`config.mk`:
```
export PLATFORM = sky130hd
export DESIGN_NAME = wief_flags
export DESIGN_NICKNAME = d
export VERILOG_FILES = /design/src/logic/wief_pkg.sv /design/src/logic/wief_if.sv /design/src/logic/wief_src_sel.sv /design/src/logic/wief_flags.sv
export SDC_FILE = /design/constraint.sdc
export NUM_CORES = 1
export LEC_CHECK = 0
export BUFFER_PORTS_ARGS = -buffer_cell sky130_fd_sc_hd__buf_4
export CORE_UTILIZATION = 46
export CTS_CLUSTER_SIZE = 25
export DETAILED_ROUTE_END_ITERATION = 8
export PLACE_DENSITY = 0.77
export SYNTH_ARGS = -nofsm -noshare
export SYNTH_HDL_FRONTEND = slang
export SYNTH_SLANG_ARGS = --single-unit
```
`constraint.sdc`:
```
create_clock -name ref_clk -period 1.65 [get_ports ref_clk]
set_input_delay 0.165 -clock ref_clk [delete_from_list [all_inputs] [get_ports ref_clk]]
set_output_delay 0.165 -clock ref_clk [all_outputs]
set_load 0.05 [all_outputs]
```
`src/logic/wief_pkg.sv`:
```
/*
 * Package for the wake and interrupt enable flag block: flag positions,
 * reset values, body variant encoding.
 * Assumes one core clock and an instruction decoder outside the block.
 */
package wief_pkg;
    localparam int FLAG_W = 8;
    localparam int SRC_N = 5;
    // flag bit positions in both sets
    localparam int BIT_DIV0 = 0;
    localparam int BIT_TMR0 = 1;
    localparam int BIT_PORT = 2;
    localparam int BIT_SRC4 = 4;
    localparam int BIT_TMR1 = 7;
    // implemented bits; 3, 5 and 6 are reserved
    localparam logic [FLAG_W-1:0] FLAG_MASK = 8'h97;
    localparam logic [FLAG_W-1:0] FLAG_RESET = 8'h00;
    localparam logic [FLAG_W-1:0] FLAG_ZERO = 8'h00;
    // event source index order on the event vector
    localparam int EV_DIV0 = 0;
    localparam int EV_TMR0 = 1;
    localparam int EV_PORT = 2;
    localparam int EV_SRC4 = 3;
    localparam int EV_TMR1 = 4;

    typedef enum logic [0:0] {
        WIEF_BODY_DIV1 = 1'b0,
        WIEF_BODY_EXTPIN = 1'b1
    } wief_body_t;
endpackage

```
`src/logic/wief_if.sv`:
```
/*
 * Interface carrying qualified event pulses from the source selector
 * to the flag block. Assumes a single clock shared by both ends.
 */
interface wief_ev_if;
    import wief_pkg::*;
    logic [SRC_N-1:0] ev;
    modport src (output ev);
    modport dst (input ev);
endinterface

```
`src/logic/wief_src_sel.sv`:
```
/*
 * Event source selector: synchronises the external interrupt pin and the
 * change sense port, detects the falling edge and any change, and picks
 * the body dependent source 4. Assumes internal events are one-cycle
 * pulses on ref_clk.
 */
module wief_src_sel
    import wief_pkg::*;
#(
    parameter int PORT_W = 4
) (
    // clock and reset
    input wire logic ref_clk,
    input wire logic nrst,
    // body strap and raw events
    input wire wief_pkg::wief_body_t body_sel,
    input wire logic div0_ovf,
    input wire logic tmr0_udf,
    input wire logic div1_ovf,
    input wire logic tmr1_udf,
    input wire logic ext_int_pin,
    input wire logic [PORT_W-1:0] change_sense_port,
    // qualified events
    wief_ev_if.src evo
);
    // pipeline depth from the pin to the last synchroniser stage
    localparam int SETTLE_N = 3;

    typedef struct packed {
        logic [SETTLE_N-1:0] warm;
        logic int_s1;
        logic int_s2;
        logic int_s3;
        logic [PORT_W-1:0] port_s1;
        logic [PORT_W-1:0] port_s2;
        logic [PORT_W-1:0] port_s3;
    } wief_sel_st_t;

    wief_sel_st_t st_ff, nxt_st;

    always_comb begin
        nxt_st = st_ff;
        nxt_st.warm = {st_ff.warm[SETTLE_N-2:0], 1'b1};
        nxt_st.int_s1 = ext_int_pin;
        nxt_st.int_s2 = st_ff.int_s1;
        nxt_st.int_s3 = st_ff.int_s2;
        nxt_st.port_s1 = change_sense_port;
        nxt_st.port_s2 = st_ff.port_s1;
        nxt_st.port_s3 = st_ff.port_s2;
    end

    always_ff @(posedge ref_clk or negedge nrst) begin
        if (!nrst) begin
            st_ff <= '0;
        end else begin
            st_ff <= nxt_st;
        end
    end

    logic int_fall;
    logic port_chg;
    // edges are taken on synchronised copies only; the stages reset to
    // zero, not to the pin level, so no edge counts until all hold samples
    assign int_fall = st_ff.warm[SETTLE_N-1] & st_ff.int_s3 & ~st_ff.int_s2;
    assign port_chg = st_ff.warm[SETTLE_N-1] &
                      (|(st_ff.port_s3 ^ st_ff.port_s2));

    always_comb begin
        evo.ev = '0;
        evo.ev[EV_DIV0] = div0_ovf;
        evo.ev[EV_TMR0] = tmr0_udf;
        evo.ev[EV_PORT] = port_chg;
        evo.ev[EV_TMR1] = tmr1_udf;
        evo.ev[EV_SRC4] = (body_sel == WIEF_BODY_DIV1) ? div1_ovf : int_fall;
    end
endmodule

```
`src/logic/wief_flags.sv`:
```
/*
 * Hold wake and interrupt accept enable flag sets, loaded by immediate
 * instructions, with wake request and gated interrupt request outputs.
 * Assumes the decoder gives one-cycle load strobes with the immediate,
 * and that the core latches irq_req bits it accepts.
 */
// Function
// - a wake enable load copies the implemented immediate bits (FLAG_MASK, 8'h97) in one cycle.
// - bit zero set lets a divider 0 overflow end the hold state.
// - bit one set lets a timer 0 underflow end the hold state.
// - bit two set lets any change on the sense port end the hold state.
// - bit four wakes on divider 1 overflow or a falling pin edge by body.
// - bit seven set lets a timer 1 underflow end the hold state.
// - an interrupt enable load copies the implemented immediate bits (FLAG_MASK, 8'h97) in one cycle.
// - interrupt enable bit zero gates the divider 0 interrupt.
// - interrupt enable bit one gates the timer 0 interrupt.
// - interrupt enable bit two gates the port change interrupt.
// - interrupt enable bit four gates the body dependent source 4.
// - interrupt enable bit seven gates the timer 1 interrupt.
module wief_flags
    import wief_pkg::*;
#(
    parameter int PORT_W = 4
) (
    // clock and reset
    input wire logic ref_clk,
    input wire logic nrst,
    // instruction stream
    input wire logic hold_wake_enable_load,
    input wire logic interrupt_accept_enable_load,
    input wire logic [wief_pkg::FLAG_W-1:0] load_imm,
    // body strap
    input wire wief_pkg::wief_body_t body_sel,
    // event sources
    input wire logic div0_ovf,
    input wire logic tmr0_udf,
    input wire logic div1_ovf,
    input wire logic tmr1_udf,
    input wire logic ext_int_pin,
    input wire logic [PORT_W-1:0] change_sense_port,
    // flag state and requests
    output logic [wief_pkg::FLAG_W-1:0] hold_wake_enable,
    output logic [wief_pkg::FLAG_W-1:0] interrupt_accept_enable,
    output logic hold_release,
    output logic [wief_pkg::FLAG_W-1:0] irq_req
);
    import wief_pkg::*;

    typedef struct packed {
        logic [FLAG_W-1:0] wake;
        logic [FLAG_W-1:0] accept;
        logic rel;
        logic [FLAG_W-1:0] req;
    } wief_st_t;

    wief_st_t st_ff, nxt_st;
    wief_ev_if evb();

    wief_src_sel #(.PORT_W(PORT_W)) u_sel (
        .ref_clk(ref_clk),
        .nrst(nrst),
        .body_sel(body_sel),
        .div0_ovf(div0_ovf),
        .tmr0_udf(tmr0_udf),
        .div1_ovf(div1_ovf),
        .tmr1_udf(tmr1_udf),
        .ext_int_pin(ext_int_pin),
        .change_sense_port(change_sense_port),
        .evo(evb)
    );

    // spread the compact event vector onto flag bit positions
    function automatic logic [FLAG_W-1:0] place_ev(
        input logic [SRC_N-1:0] e
    );
        logic [FLAG_W-1:0] v;
        v = FLAG_ZERO;
        v[BIT_DIV0] = e[EV_DIV0];
        v[BIT_TMR0] = e[EV_TMR0];
        v[BIT_PORT] = e[EV_PORT];
        v[BIT_SRC4] = e[EV_SRC4];
        v[BIT_TMR1] = e[EV_TMR1];
        return v;
    endfunction

    logic [FLAG_W-1:0] ev_pos;
    assign ev_pos = place_ev(evb.ev);

    always_comb begin
        nxt_st = st_ff;
        if (hold_wake_enable_load) begin
            nxt_st.wake = load_imm & FLAG_MASK;
        end
        if (interrupt_accept_enable_load) begin
            nxt_st.accept = load_imm & FLAG_MASK;
        end
        // gating uses the flags in force before this cycle's load
        nxt_st.rel = |(ev_pos & st_ff.wake);
        nxt_st.req = ev_pos & st_ff.accept;
    end

    always_ff @(posedge ref_clk or negedge nrst) begin
        if (!nrst) begin
            st_ff <= '{wake: FLAG_RESET, accept: FLAG_RESET,
                       rel: 1'b0, req: FLAG_ZERO};
        end else begin
            st_ff <= nxt_st;
        end
    end

    assign hold_wake_enable = st_ff.wake;
    assign interrupt_accept_enable = st_ff.accept;
    assign hold_release = st_ff.rel;
    assign irq_req = st_ff.req;

    wake_load_a: assert property (
        @(posedge ref_clk) disable iff (!nrst)
        hold_wake_enable_load |=>
            hold_wake_enable == ($past(load_imm) & FLAG_MASK))
        else $error("wake flags not loaded from immediate");

    accept_load_a: assert property (
        @(posedge ref_clk) disable iff (!nrst)
        interrupt_accept_enable_load |=>
            interrupt_accept_enable == ($past(load_imm) & FLAG_MASK))
        else $error("accept flags not loaded from immediate");

    wake_hold_a: assert property (
        @(posedge ref_clk) disable iff (!nrst)
        !hold_wake_enable_load |=> $stable(hold_wake_enable))
        else $error("wake flags changed without a load");

    reserved_zero_a: assert property (
        @(posedge ref_clk) disable iff (!nrst)
        ((hold_wake_enable | interrupt_accept_enable) & ~FLAG_MASK) == 0)
        else $error("reserved flag bit is set");

    div0_wake_a: assert property (
        @(posedge ref_clk) disable iff (!nrst)
        (div0_ovf && hold_wake_enable[BIT_DIV0]) |=> hold_release)
        else $error("divider 0 overflow did not release hold");

    tmr0_irq_a: assert property (
        @(posedge ref_clk) disable iff (!nrst)
        ##1 irq_req[BIT_TMR0] ==
            ($past(tmr0_udf) && $past(interrupt_accept_enable[BIT_TMR0])))
        else $error("timer 0 request does not match its gate");

    tmr1_wake_a: assert property (
        @(posedge ref_clk) disable iff (!nrst)
        (tmr1_udf && hold_wake_enable[BIT_TMR1]) |=> hold_release)
        else $error("timer 1 underflow did not release hold");

    div0_irq_a: assert property (
        @(posedge ref_clk) disable iff (!nrst)
        (div0_ovf && !interrupt_accept_enable[BIT_DIV0]) |=>
            !irq_req[BIT_DIV0])
        else $error("divider 0 request passed a closed gate");

    src4_irq_a: assert property (
        @(posedge ref_clk) disable iff (!nrst)
        (body_sel == WIEF_BODY_DIV1 && div1_ovf &&
         interrupt_accept_enable[BIT_SRC4]) |=> irq_req[BIT_SRC4])
        else $error("divider 1 request missing on source 4");

    tmr1_irq_a: assert property (
        @(posedge ref_clk) disable iff (!nrst)
        (tmr1_udf && interrupt_accept_enable[BIT_TMR1]) |=>
            irq_req[BIT_TMR1])
        else $error("timer 1 request missing");

    no_wake_a: assert property (
        @(posedge ref_clk) disable iff (!nrst)
        (hold_wake_enable == FLAG_ZERO && !hold_wake_enable_load) |=>
            !hold_release)
        else $error("hold released with no wake flag set");
endmodule

```
==> results of run 1 <==
[path summary, 6_finish.rpt]
check / from / to / slack [ns] / cells past startpoint
min in group asynchronous: nrst / u_sel.st_ff[3] / 0.32 / 2
worst max register to register: u_sel.nxt_st[3] / hold_release / 0.35 / 3
worst max-delay path: u_sel.nxt_st[3] / hold_release / 0.35 / 3
worst min-delay path: div0_ovf / irq_req[0] / 0.06 / 2
worst min register to register: u_sel.nxt_st[17] / u_sel.st_ff[17] / 0.35 / 0
max in group asynchronous: nrst / u_sel.st_ff[2] / 1.04 / 2
[Yosys cell counts (all sizes together) (2+ instances only)]
library cell  instances
and2                  3
buf                   9
conb                  2
dfrtp                34
inv                   4
mux2                  7
nand2                 3
o21ai                 3
xor2                  4
[power breakdown]
part	leakage (nW)	internal [W]	switching (W)
logic	0.324	0.000114	0.000240
clock network	0.0353	0.000206	0.000242
registers	0.404	0.000891	0.0000304
total	0.763	0.00121	0.000512
[layout by cell type (no fill, tap or decap)]
| master | synthesis | routed |
|---|---|---|
| buf_4 | 9 | 34 |
| dlygate4sd3_1 | 0 | 6 |
| and2_1 | 3 | 3 |
| conb_1 | 2 | 10 |
| o21ai_0 | 3 | 3 |
| clkbuf_8 | 0 | 1 |
| dfrtp_1 | 34 | 34 |
| inv_1 | 4 | 4 |
| clkbuf_4 | 0 | 5 |
| and4b_1 | 1 | 1 |
| a222oi_1 | 1 | 1 |
| nor2_1 | 1 | 1 |
| xor2_1 | 4 | 4 |
| nand2_1 | 3 | 3 |
| clkinv_2 | 0 | 1 |
| a21oi_1 | 1 | 1 |
| nor2b_1 | 1 | 1 |
| mux2_2 | 7 | 7 |
| o41ai_2 | 1 | 1 |
| clkbuf_1 | 0 | 1 |
| o221ai_1 | 1 | 1 |
[metal layers]
metal  vias up  global-route usage [%]  share of wire [%]
met5         -                       0                  0
met4         0                   6.579               0.75
met3         2                   6.957                6.6
met2        27                   25.00                 51
met1       315                   19.30                 42
li1        323                       -                  -
[sequential cells by signal, summed over array words and instances (netlist names)]
signal,flops
irq_req,5
u_sel.nxt_st,12
hold_wake_enable,5
u_sel.st_ff,6
hold_release,1
interrupt_accept_enable,5
[layout make-up]
type	count	area share, %
inverter	4	0.9796
tap	28	2.286
clock buffer	7	3.592
timing repair buffer	40	20.57
multi-input combinational	37	16.73
sequential	34	55.51
clock inverter	1	0.3265
[cell families (layout without fill, tap and decap cells)]
kind of cell,count (synthesis),in the layout,share of synthesized area [%]
flip-flops,34,34,73.36
buffers and inverters,13,52,7.119
AND/OR/NAND/NOR,9,9,4.315
AO/OA/AOI/OAI,7,7,4.746
multiplexers,7,7,6.796
XOR/XNOR,4,4,3.020
other,2,10,0.6475
[metrics by stage]
step,setup WS [ns],power [W],util [%]
2_1_floorplan,0.4284,0.001169,-
3_3_place_gp,0.3699,0.001274,61.49
3_5_place_dp,0.3533,0.001284,61.49
4_1_cts,0.3383,0.001748,66.72
5_1_grt,0.2841,0.001814,66.72
6_report,0.3473,0.001724,66.72
==> impl_metrics.json, run 1 <==
{
  "fillCellCount": 172,
  "hold_class": "in2reg",
  "worstPathRequired_ns": 1.83,
  "cpPeakStageDelay_ns": 0.43,
  "crit_chain": "xor2_1, o41ai_2, o221ai_1",
  "syn-instance-count": 76,
  "io_buffer_count": 34,
  "cts.sinks": 34,
  "fin_crit_ns": 1.303,
  "num_vias": 667,
  "critPathBufInv": 0,
  "power_leakage_nw": 0.7630,
  "cts_hold_buffers": 6,
  "arrival_ns": 1.49,
  "avgSynthCellArea_um2": 15.26,
  "ys_seq_area_share_pct": 73.35,
  "drtIter0Drc": 5,
  "finalCritPeriodShare_pct": 78.95,
  "nets": 144,
  "hold_ws_ns": 0.06230,
  "fin_area_um2": 1533,
  "io_pins": 47,
  "gp_congestion": 0.7164,
  "seqCellArea_um2": 850.8,
  "place_inst": 137,
  "path_max_fanout": 2,
  "status": "completed",
  "clk_latency_ns": 0.32,
  "grt_pass1_wl_um": 2884,
  "slowest_stage": "o41ai_2",
  "first_pass_iters": 4,
  "cts_buffers": 5,
  "path_clk_slew_ns": 0.09,
  "antenna_found_initial": 0,
  "std_cell_rows": 17,
  "fin_setup_tns_ns": 0,
  "yosys_register_bits": 34,
  "totalWireLength_um": 1867,
  "crit_family": "compound AO/OA/AOI/OAI gates",
  "start_util_pct": 50.49,
  "cts.path.max_buffers": 2,
  "synth_top_area_cell": "dfrtp_1",
  "antenna_cells": 0,
  "rsz0062_at_grt": "false",
  "final_cells": 151,
  "power.density_nw_per_um2": 1125,
  "end_kind": "flip-flop",
  "peakVddDrop_uv": 786.1,
  "antenna_left": 0,
  "path_class": "reg2reg",
  "viasPerCell": 4.417,
  "overflow": 0,
  "netlist.area_leader.share_pct": 73.35,
  "setup_viol": 0,
  "synth_area_um2": 1160,
  "maxSlewViolCount": 0,
  "cts_resized": 0,
  "synth_ff_type": "dfrtp_1",
  "post-cts-setup-buffer-count": 0,
  "cts-htree-levels": 2,
  "final_hold_viol_count": 0,
  "cts_tree": "done",
  "synth_edf_count": 0,
  "multi_input_area_um2": 256.5,
  "skew_ns": 0.003989,
  "async_flop_share_pct": 100.0,
  "dieWidth_um": 52.22,
  "fmax_mhz": 767.6,
  "grt_max_degree": 35,
  "grt_usage_pct": 15.98,
  "placed_area_um2": 1413,
  "wl_per_cell_um": 12.36,
  "drv_cap": 0,
  "yosysWarnings": 0,
  "dieArea_um2": 2726,
  "synth.distinct_cells": 16,
  "start_kind": "flip-flop",
  "clockRootBuffer": "clkbuf_4",
  "drive_gt1_share_pct": 39.84,
  "drc": 0,
  "area_delta_synth_final_pct": 32.15,
  "hpwl_um": 1358,
  "die_h_um": 52.22,
  "grt_pass1_vias": 621,
  "core_um2": 2297,
  "synth.area.top_cells": "dfrtp_1 (73%), mux2_2 (6.8%), buf_4 (5.8%)"
}
Power figures use the tool's default switching activity.
==> run 2, diff against run 1 <==
CORE_ASPECT_RATIO = 2   (was not set)
CORE_UTILIZATION = 41   (was 46)
PLACE_DENSITY = 0.72   (was 0.77)
clock period = 1.05 ns   (was 1.65 ns; I/O delays follow)
==> run 2 against run 1 <==
  * The run now ends with negative setup slack left
  * Clock power grew to 2.6 times the previous value
  * Combinational power increased by 73%
  * Critical path type unchanged
  * Wire length fell by 1.1%
  * Utilization fell by 5.6 points
  * Clock-buffer cell count is 1 lower
  * Non-clock buffer count rose by 4
  * Register-to-register slack got worse by 0.59 ns
  * Largest cell class unchanged
  * Critical endpoint unchanged
==> impl_metrics.json, run 2 (synthesized netlist as in run 1, its figures left out) <==
{
  "status": "finished with violations",
  "violations": "negative setup slack",
  "grt_pass1_wl_um": 2835,
  "path_class": "reg2reg",
  "io_buffer_count": 34,
  "dieArea_um2": 3059,
  "num_vias": 682,
  "nets": 148,
  "overflow": 0,
  "fin_area_um2": 1653,
  "placed_area_um2": 1439,
  "peakVddDrop_uv": 1101,
  "hold_ws_ns": 0.04993,
  "skew_ns": 0.006587,
  "dieWidth_um": 39.61,
  "final_cells": 155,
  "drive_gt1_share_pct": 43.65,
  "cts-htree-levels": 2,
  "std_cell_rows": 27,
  "rsz0062_at_grt": "true",
  "gp_congestion": 0.7856,
  "hold_class": "in2reg",
  "drc": 0,
  "worstPathRequired_ns": 1.17,
  "maxSlewViolCount": 0,
  "totalWireLength_um": 1847,
  "crit_family": "compound AO/OA/AOI/OAI gates",
  "holdPathStages": 3,
  "grt_max_degree": 35,
  "critPathBufInv": 0,
  "start_util_pct": 42.92,
  "r2r_start": "u_sel.nxt_st[1]",
  "arrival_ns": 1.42,
  "holdPathEnd": "hold_wake_enable[2]",
  "crit_chain": "xor2_1, o41ai_2, o221ai_1",
  "end_kind": "flip-flop",
  "setup_viol": 2,
  "final_hold_viol_count": 0,
  "crit_cells": 3,
  "cpPeakStageDelay_ns": 0.44,
  "die_h_um": 77.22,
  "place_inst": 141,
  "start_kind": "flip-flop",
  "path_clk_slew_ns": 0.06,
  "clk_latency_ns": 0.27,
  "grt_pass1_vias": 615,
  "grt_usage_pct": 14.26,
  "first_pass_iters": 4,
  "fin_ws_ns": -0.2463,
  "slowest_stage": "o41ai_2",
  "fmax_mhz": 771.4,
  "r2r_end": "hold_release",
  "drtIter0Drc": 14,
  "largest_reg_flops": 12,
  "cts.path.max_buffers": 2,
  "viasPerCell": 4.400,
  "path_max_fanout": 2,
  "antenna_cells": 0,
  "wl_per_cell_um": 11.92,
  "area_delta_synth_final_pct": 42.50,
  "power.density_nw_per_um2": 1954,
  "fin_crit_ns": 1.296,
  "antenna_found_initial": 0,
  "core_um2": 2703,
  "hpwl_um": 1345,
  "finalCritPeriodShare_pct": 123.5,
  "final_core_util_pct": 61.16,
  "cts_buffers": 5,
  "reg2reg_slack_ns": -0.25,
  "cts_tree": "done",
  "clockRootBuffer": "clkbuf_8",
  "antenna_left": 0,
  "hold_start": "load_imm[2]",
  "power_leakage_nw": 0.8138,
  "cts.sinks": 34,
  "io_pins": 47,
  "r2r_cells": 3,
  "layout_common_cells": "dfrtp_1 (32), buf_4 (32), conb_1 (10)",
  "drv_cap": 0
}
-- run 2: cell count changes in the layout (fill, tap and decap cells not counted), moves of 2 or more --
| cell | before | now |
|---|---|---|
| buf_4 | 34 | 32 |
| buf_6 | 0 | 3 |
| buf_8 | 0 | 3 |
| clkbuf_4 | 5 | 0 |
| clkbuf_8 | 1 | 6 |
| dfrtp_1 | 34 | 32 |
| dfrtp_2 | 0 | 2 |
-- run 2: worst max-delay path by stage --
stage | start | endpoint
final | u_sel.nxt_st[1] | hold_release
after global routing | u_sel.nxt_st[1] | hold_release
after CTS | u_sel.nxt_st[1] | hold_release
after detailed placement | u_sel.nxt_st[0] | hold_release
after global placement | u_sel.st_ff[1] | hold_release
after floorplan | u_sel.st_ff[1] | hold_release
-- run 2: worst min-delay path, cell delays in order --
cell and delay [ns]:
buf_4 0.08, nand2_1 0.04, o21ai_0 0.05
-- run 2: layout make-up --
cell class | count | area, um2
fill | 240 | 1050
sequential | 34 | 853.3
timing repair buffer | 44 | 379.1
multi-input combinational | 37 | 256.5
clock buffer | 6 | 82.58
tap | 29 | 36.28
clock inverter | 1 | 30.03
inverter | 4 | 15.01
-- run 2: timing repair --
item	4_1_cts	5_1_grt
cloned	0	0
hold buffers	6	0
gates resized for setup	9	0
setup endpoints to repair	5	5
hold endpoints to repair	39	0
buffers inserted	0	1
-- run 2: stage by stage --
step,total power [W],TNS (ns),setup WS (ns)
floorplan,0.001839,-0.09034,-0.09034
global placement,0.002022,-0.2616,-0.1738
detailed placement,0.002033,-0.3538,-0.2240
CTS,0.003251,-0.4077,-0.2483
global route,0.003355,-0.5001,-0.2676
finish,0.003230,-0.3919,-0.2463
-- run 2: layer usage --
| metal | vias up | global-route usage, % | share of wire [%] |
|---|---|---|---|
| met1 | 323 | 17.11 | 38 |
| met3 | 4 | 5.202 | 5.8 |
| met5 | - | 0 | 0 |
| li1 | 329 | - | - |
| met4 | 0 | 8.276 | 1.9 |
| met2 | 26 | 20.98 | 54 |
-- run 2: power by group --
group | internal, W | switching, W | total, W | leakage, nW
clock network | 0.000758 | 0.000413 | 0.00117 | 0.0573
logic | 0.000222 | 0.000389 | 0.000611 | 0.355
registers | 0.00140 | 0.0000449 | 0.00145 | 0.402
==> run 3, diff against run 2 <==
BUFFER_PORTS_ARGS = not set   (was -buffer_cell sky130_fd_sc_hd__buf_4)
CORE_ASPECT_RATIO = not set   (was 2)
CORE_UTILIZATION = 53   (was 41)
DONT_BUFFER_PORTS = 1   (was not set)
PLACE_DENSITY = 0.71   (was 0.72)
==> run 3 against run 2 <==
  * The run still ends with negative setup slack left
  * Wire length up 14%
  * Die area fell by 22%
  * Sequential cell count stayed put
  * Clock skew rose by 0.0017 ns
  * Via count fell by 4.0%
  * Non-clock buffer count shrank 15
  * Final cell count is 10% lower
  * Sequential share of layout area up 5.2 points
  * Setup slack better by 0.043 ns
  * Sequential power up 5%
  * Combinational power is 22% lower
  * Utilization up 14 points
  * Critical path type unchanged
  * Critical endpoint unchanged
  * Highest routed layer unchanged
==> impl_metrics.json, run 3 (synthesized netlist as in run 1, its figures left out) <==
{
  "pre_cts_slack_ns": -0.1959,
  "end_kind": "flip-flop",
  "viasPerCell": 4.712,
  "hold_class": "in2reg",
  "wl_per_cell_um": 15.11,
  "hold_ws_ns": 0.04056,
  "status": "finished with violations",
  "gp_congestion": 0.7102,
  "antenna_cells": 0,
  "core_um2": 2002,
  "crit_chain": "xor2_1, o41ai_2, o221ai_1",
  "violations": "negative setup slack",
  "grt_usage_pct": 20.29,
  "std_cell_rows": 16,
  "power_leakage_nw": 0.7024,
  "grt_max_degree": 35,
  "critPathBufInv": 0,
  "final_hold_viol_count": 0,
  "largest_reg_flops": 12,
  "io_buffer_count": 0,
  "peakVddDrop_uv": 1323,
  "cts_tree": "done",
  "path_clk_slew_ns": 0.10,
  "dieArea_um2": 2379,
  "fin_setup_tns_ns": -0.3232,
  "antenna_found_initial": 0,
  "finalCritPeriodShare_pct": 119.3,
  "clockRootBuffer": "clkbuf_4",
  "drtIter0Drc": 9,
  "final_core_util_pct": 75.56,
  "path_class": "reg2reg",
  "layout_common_cells": "dfrtp_1 (27), dlygate4sd3_1 (17), conb_1 (10)",
  "power.density_nw_per_um2": 1789,
  "start_kind": "flip-flop",
  "cts.path.max_buffers": 2,
  "fmax_mhz": 798.1,
  "first_pass_iters": 4,
  "grt_pass1_vias": 670,
  "drive_gt1_share_pct": 30.36,
  "holdPathStages": 3,
  "dieWidth_um": 48.78,
  "drv_cap": 0,
  "mostFrequentLayoutCell": "dfrtp_1",
  "fin_ws_ns": -0.2030,
  "die_h_um": 48.78,
  "r2r_cells": 3,
  "cts-htree-levels": 2,
  "crit_cells": 3,
  "cpPeakStageDelay_ns": 0.41,
  "overflow": 0,
  "antenna_left": 0,
  "worstPathRequired_ns": 1.22,
  "path_max_fanout": 2,
  "clk_latency_ns": 0.32,
  "drc": 0,
  "fin_crit_ns": 1.253,
  "cts.sinks": 34,
  "slowest_stage": "o41ai_2",
  "io_pins": 47,
  "arrival_ns": 1.43,
  "cts_buffers": 5,
  "start_util_pct": 57.94,
  "area_delta_synth_final_pct": 30.42,
  "skew_ns": 0.008268,
  "setup_viol": 3,
  "grt_pass1_wl_um": 3332,
  "nets": 133,
  "totalWireLength_um": 2100,
  "num_vias": 655,
  "crit_family": "compound AO/OA/AOI/OAI gates",
  "hpwl_um": 1207,
  "maxSlewViolCount": 0,
  "rsz0062_at_grt": "true"
}
## run 3: changes by cell type in the layout (fill, tap and decap cells not counted)
| cell | before | now |
|---|---|---|
| dlygate4sd3_1 | 6 | 17 |
| bufinv_16 | 1 | 0 |
| buf_12 | 0 | 1 |
| buf_6 | 3 | 4 |
| buf_4 | 32 | 7 |
| dfrtp_1 | 32 | 27 |
| clkbuf_4 | 0 | 5 |
| buf_8 | 3 | 0 |
| clkbuf_8 | 6 | 1 |
| clkbuf_1 | 0 | 1 |
| clkinv_2 | 0 | 1 |
| dfrtp_2 | 2 | 7 |
## run 3: where the power goes
group | internal, W | switching (W) | leakage, nW | total (W)
registers | 0.00140 | 0.000119 | 0.395 | 0.00152
clock network | 0.000324 | 0.000386 | 0.0353 | 0.000710
logic | 0.000163 | 0.000312 | 0.272 | 0.000474
total | 0.00189 | 0.000816 | 0.702 | 0.00271
## run 3: metrics by stage
stage	total power (W)	std cells	instance area, um2
finish	0.002707	139	1513
global route	0.002830	139	1513
CTS	0.002721	138	1493
detailed placement	0.001900	112	1234
global placement	0.001891	112	1234
floorplan	0.001839	84	1192
## run 3: final cells by class
cell class | count | area (um2)
sequential | 34 | 859.6
multi-input combinational | 37 | 256.5
clock buffer | 7 | 55.05
tap | 27 | 33.78
fill | 117 | 489.2
inverter | 4 | 15.01
clock inverter | 1 | 5.005
timing repair buffer | 29 | 287.8
## run 3: repair_timing
action,4_1_cts,5_1_grt
hold endpoints to repair,54,0
hold buffers,18,0
pin swaps,1,1
setup buffers,0,1
endpoints found under the setup margin,9,7
resized for setup,5,4
## run 3: worst paths after layout
kind | to | slack, ns | from
max | hold_release | -0.20 | u_sel.nxt_st[1]
min | irq_req[4] | 0.04 | body_sel
max reg2reg | hold_release | -0.20 | u_sel.nxt_st[1]
min reg2reg | u_sel.nxt_st[3] | 0.36 | u_sel.nxt_st[7]
max in group asynchronous | hold_wake_enable[1] | 0.62 | nrst
min in group asynchronous | irq_req[4] | 0.24 | nrst
## run 3: tightest hold or removal path, stage by stage
cell and delay [ns]:
inv_1 0.04, a21oi_1 0.08, nor2b_1 0.10
## run 3: layer usage
layer	vias up	global-route usage [%]	share of wire (%)
met2	36	33.56	53
met5	-	0	0
met1	312	22.61	39
met4	0	14.22	3.0
met3	6	5.607	5.7
li1	301	-	-
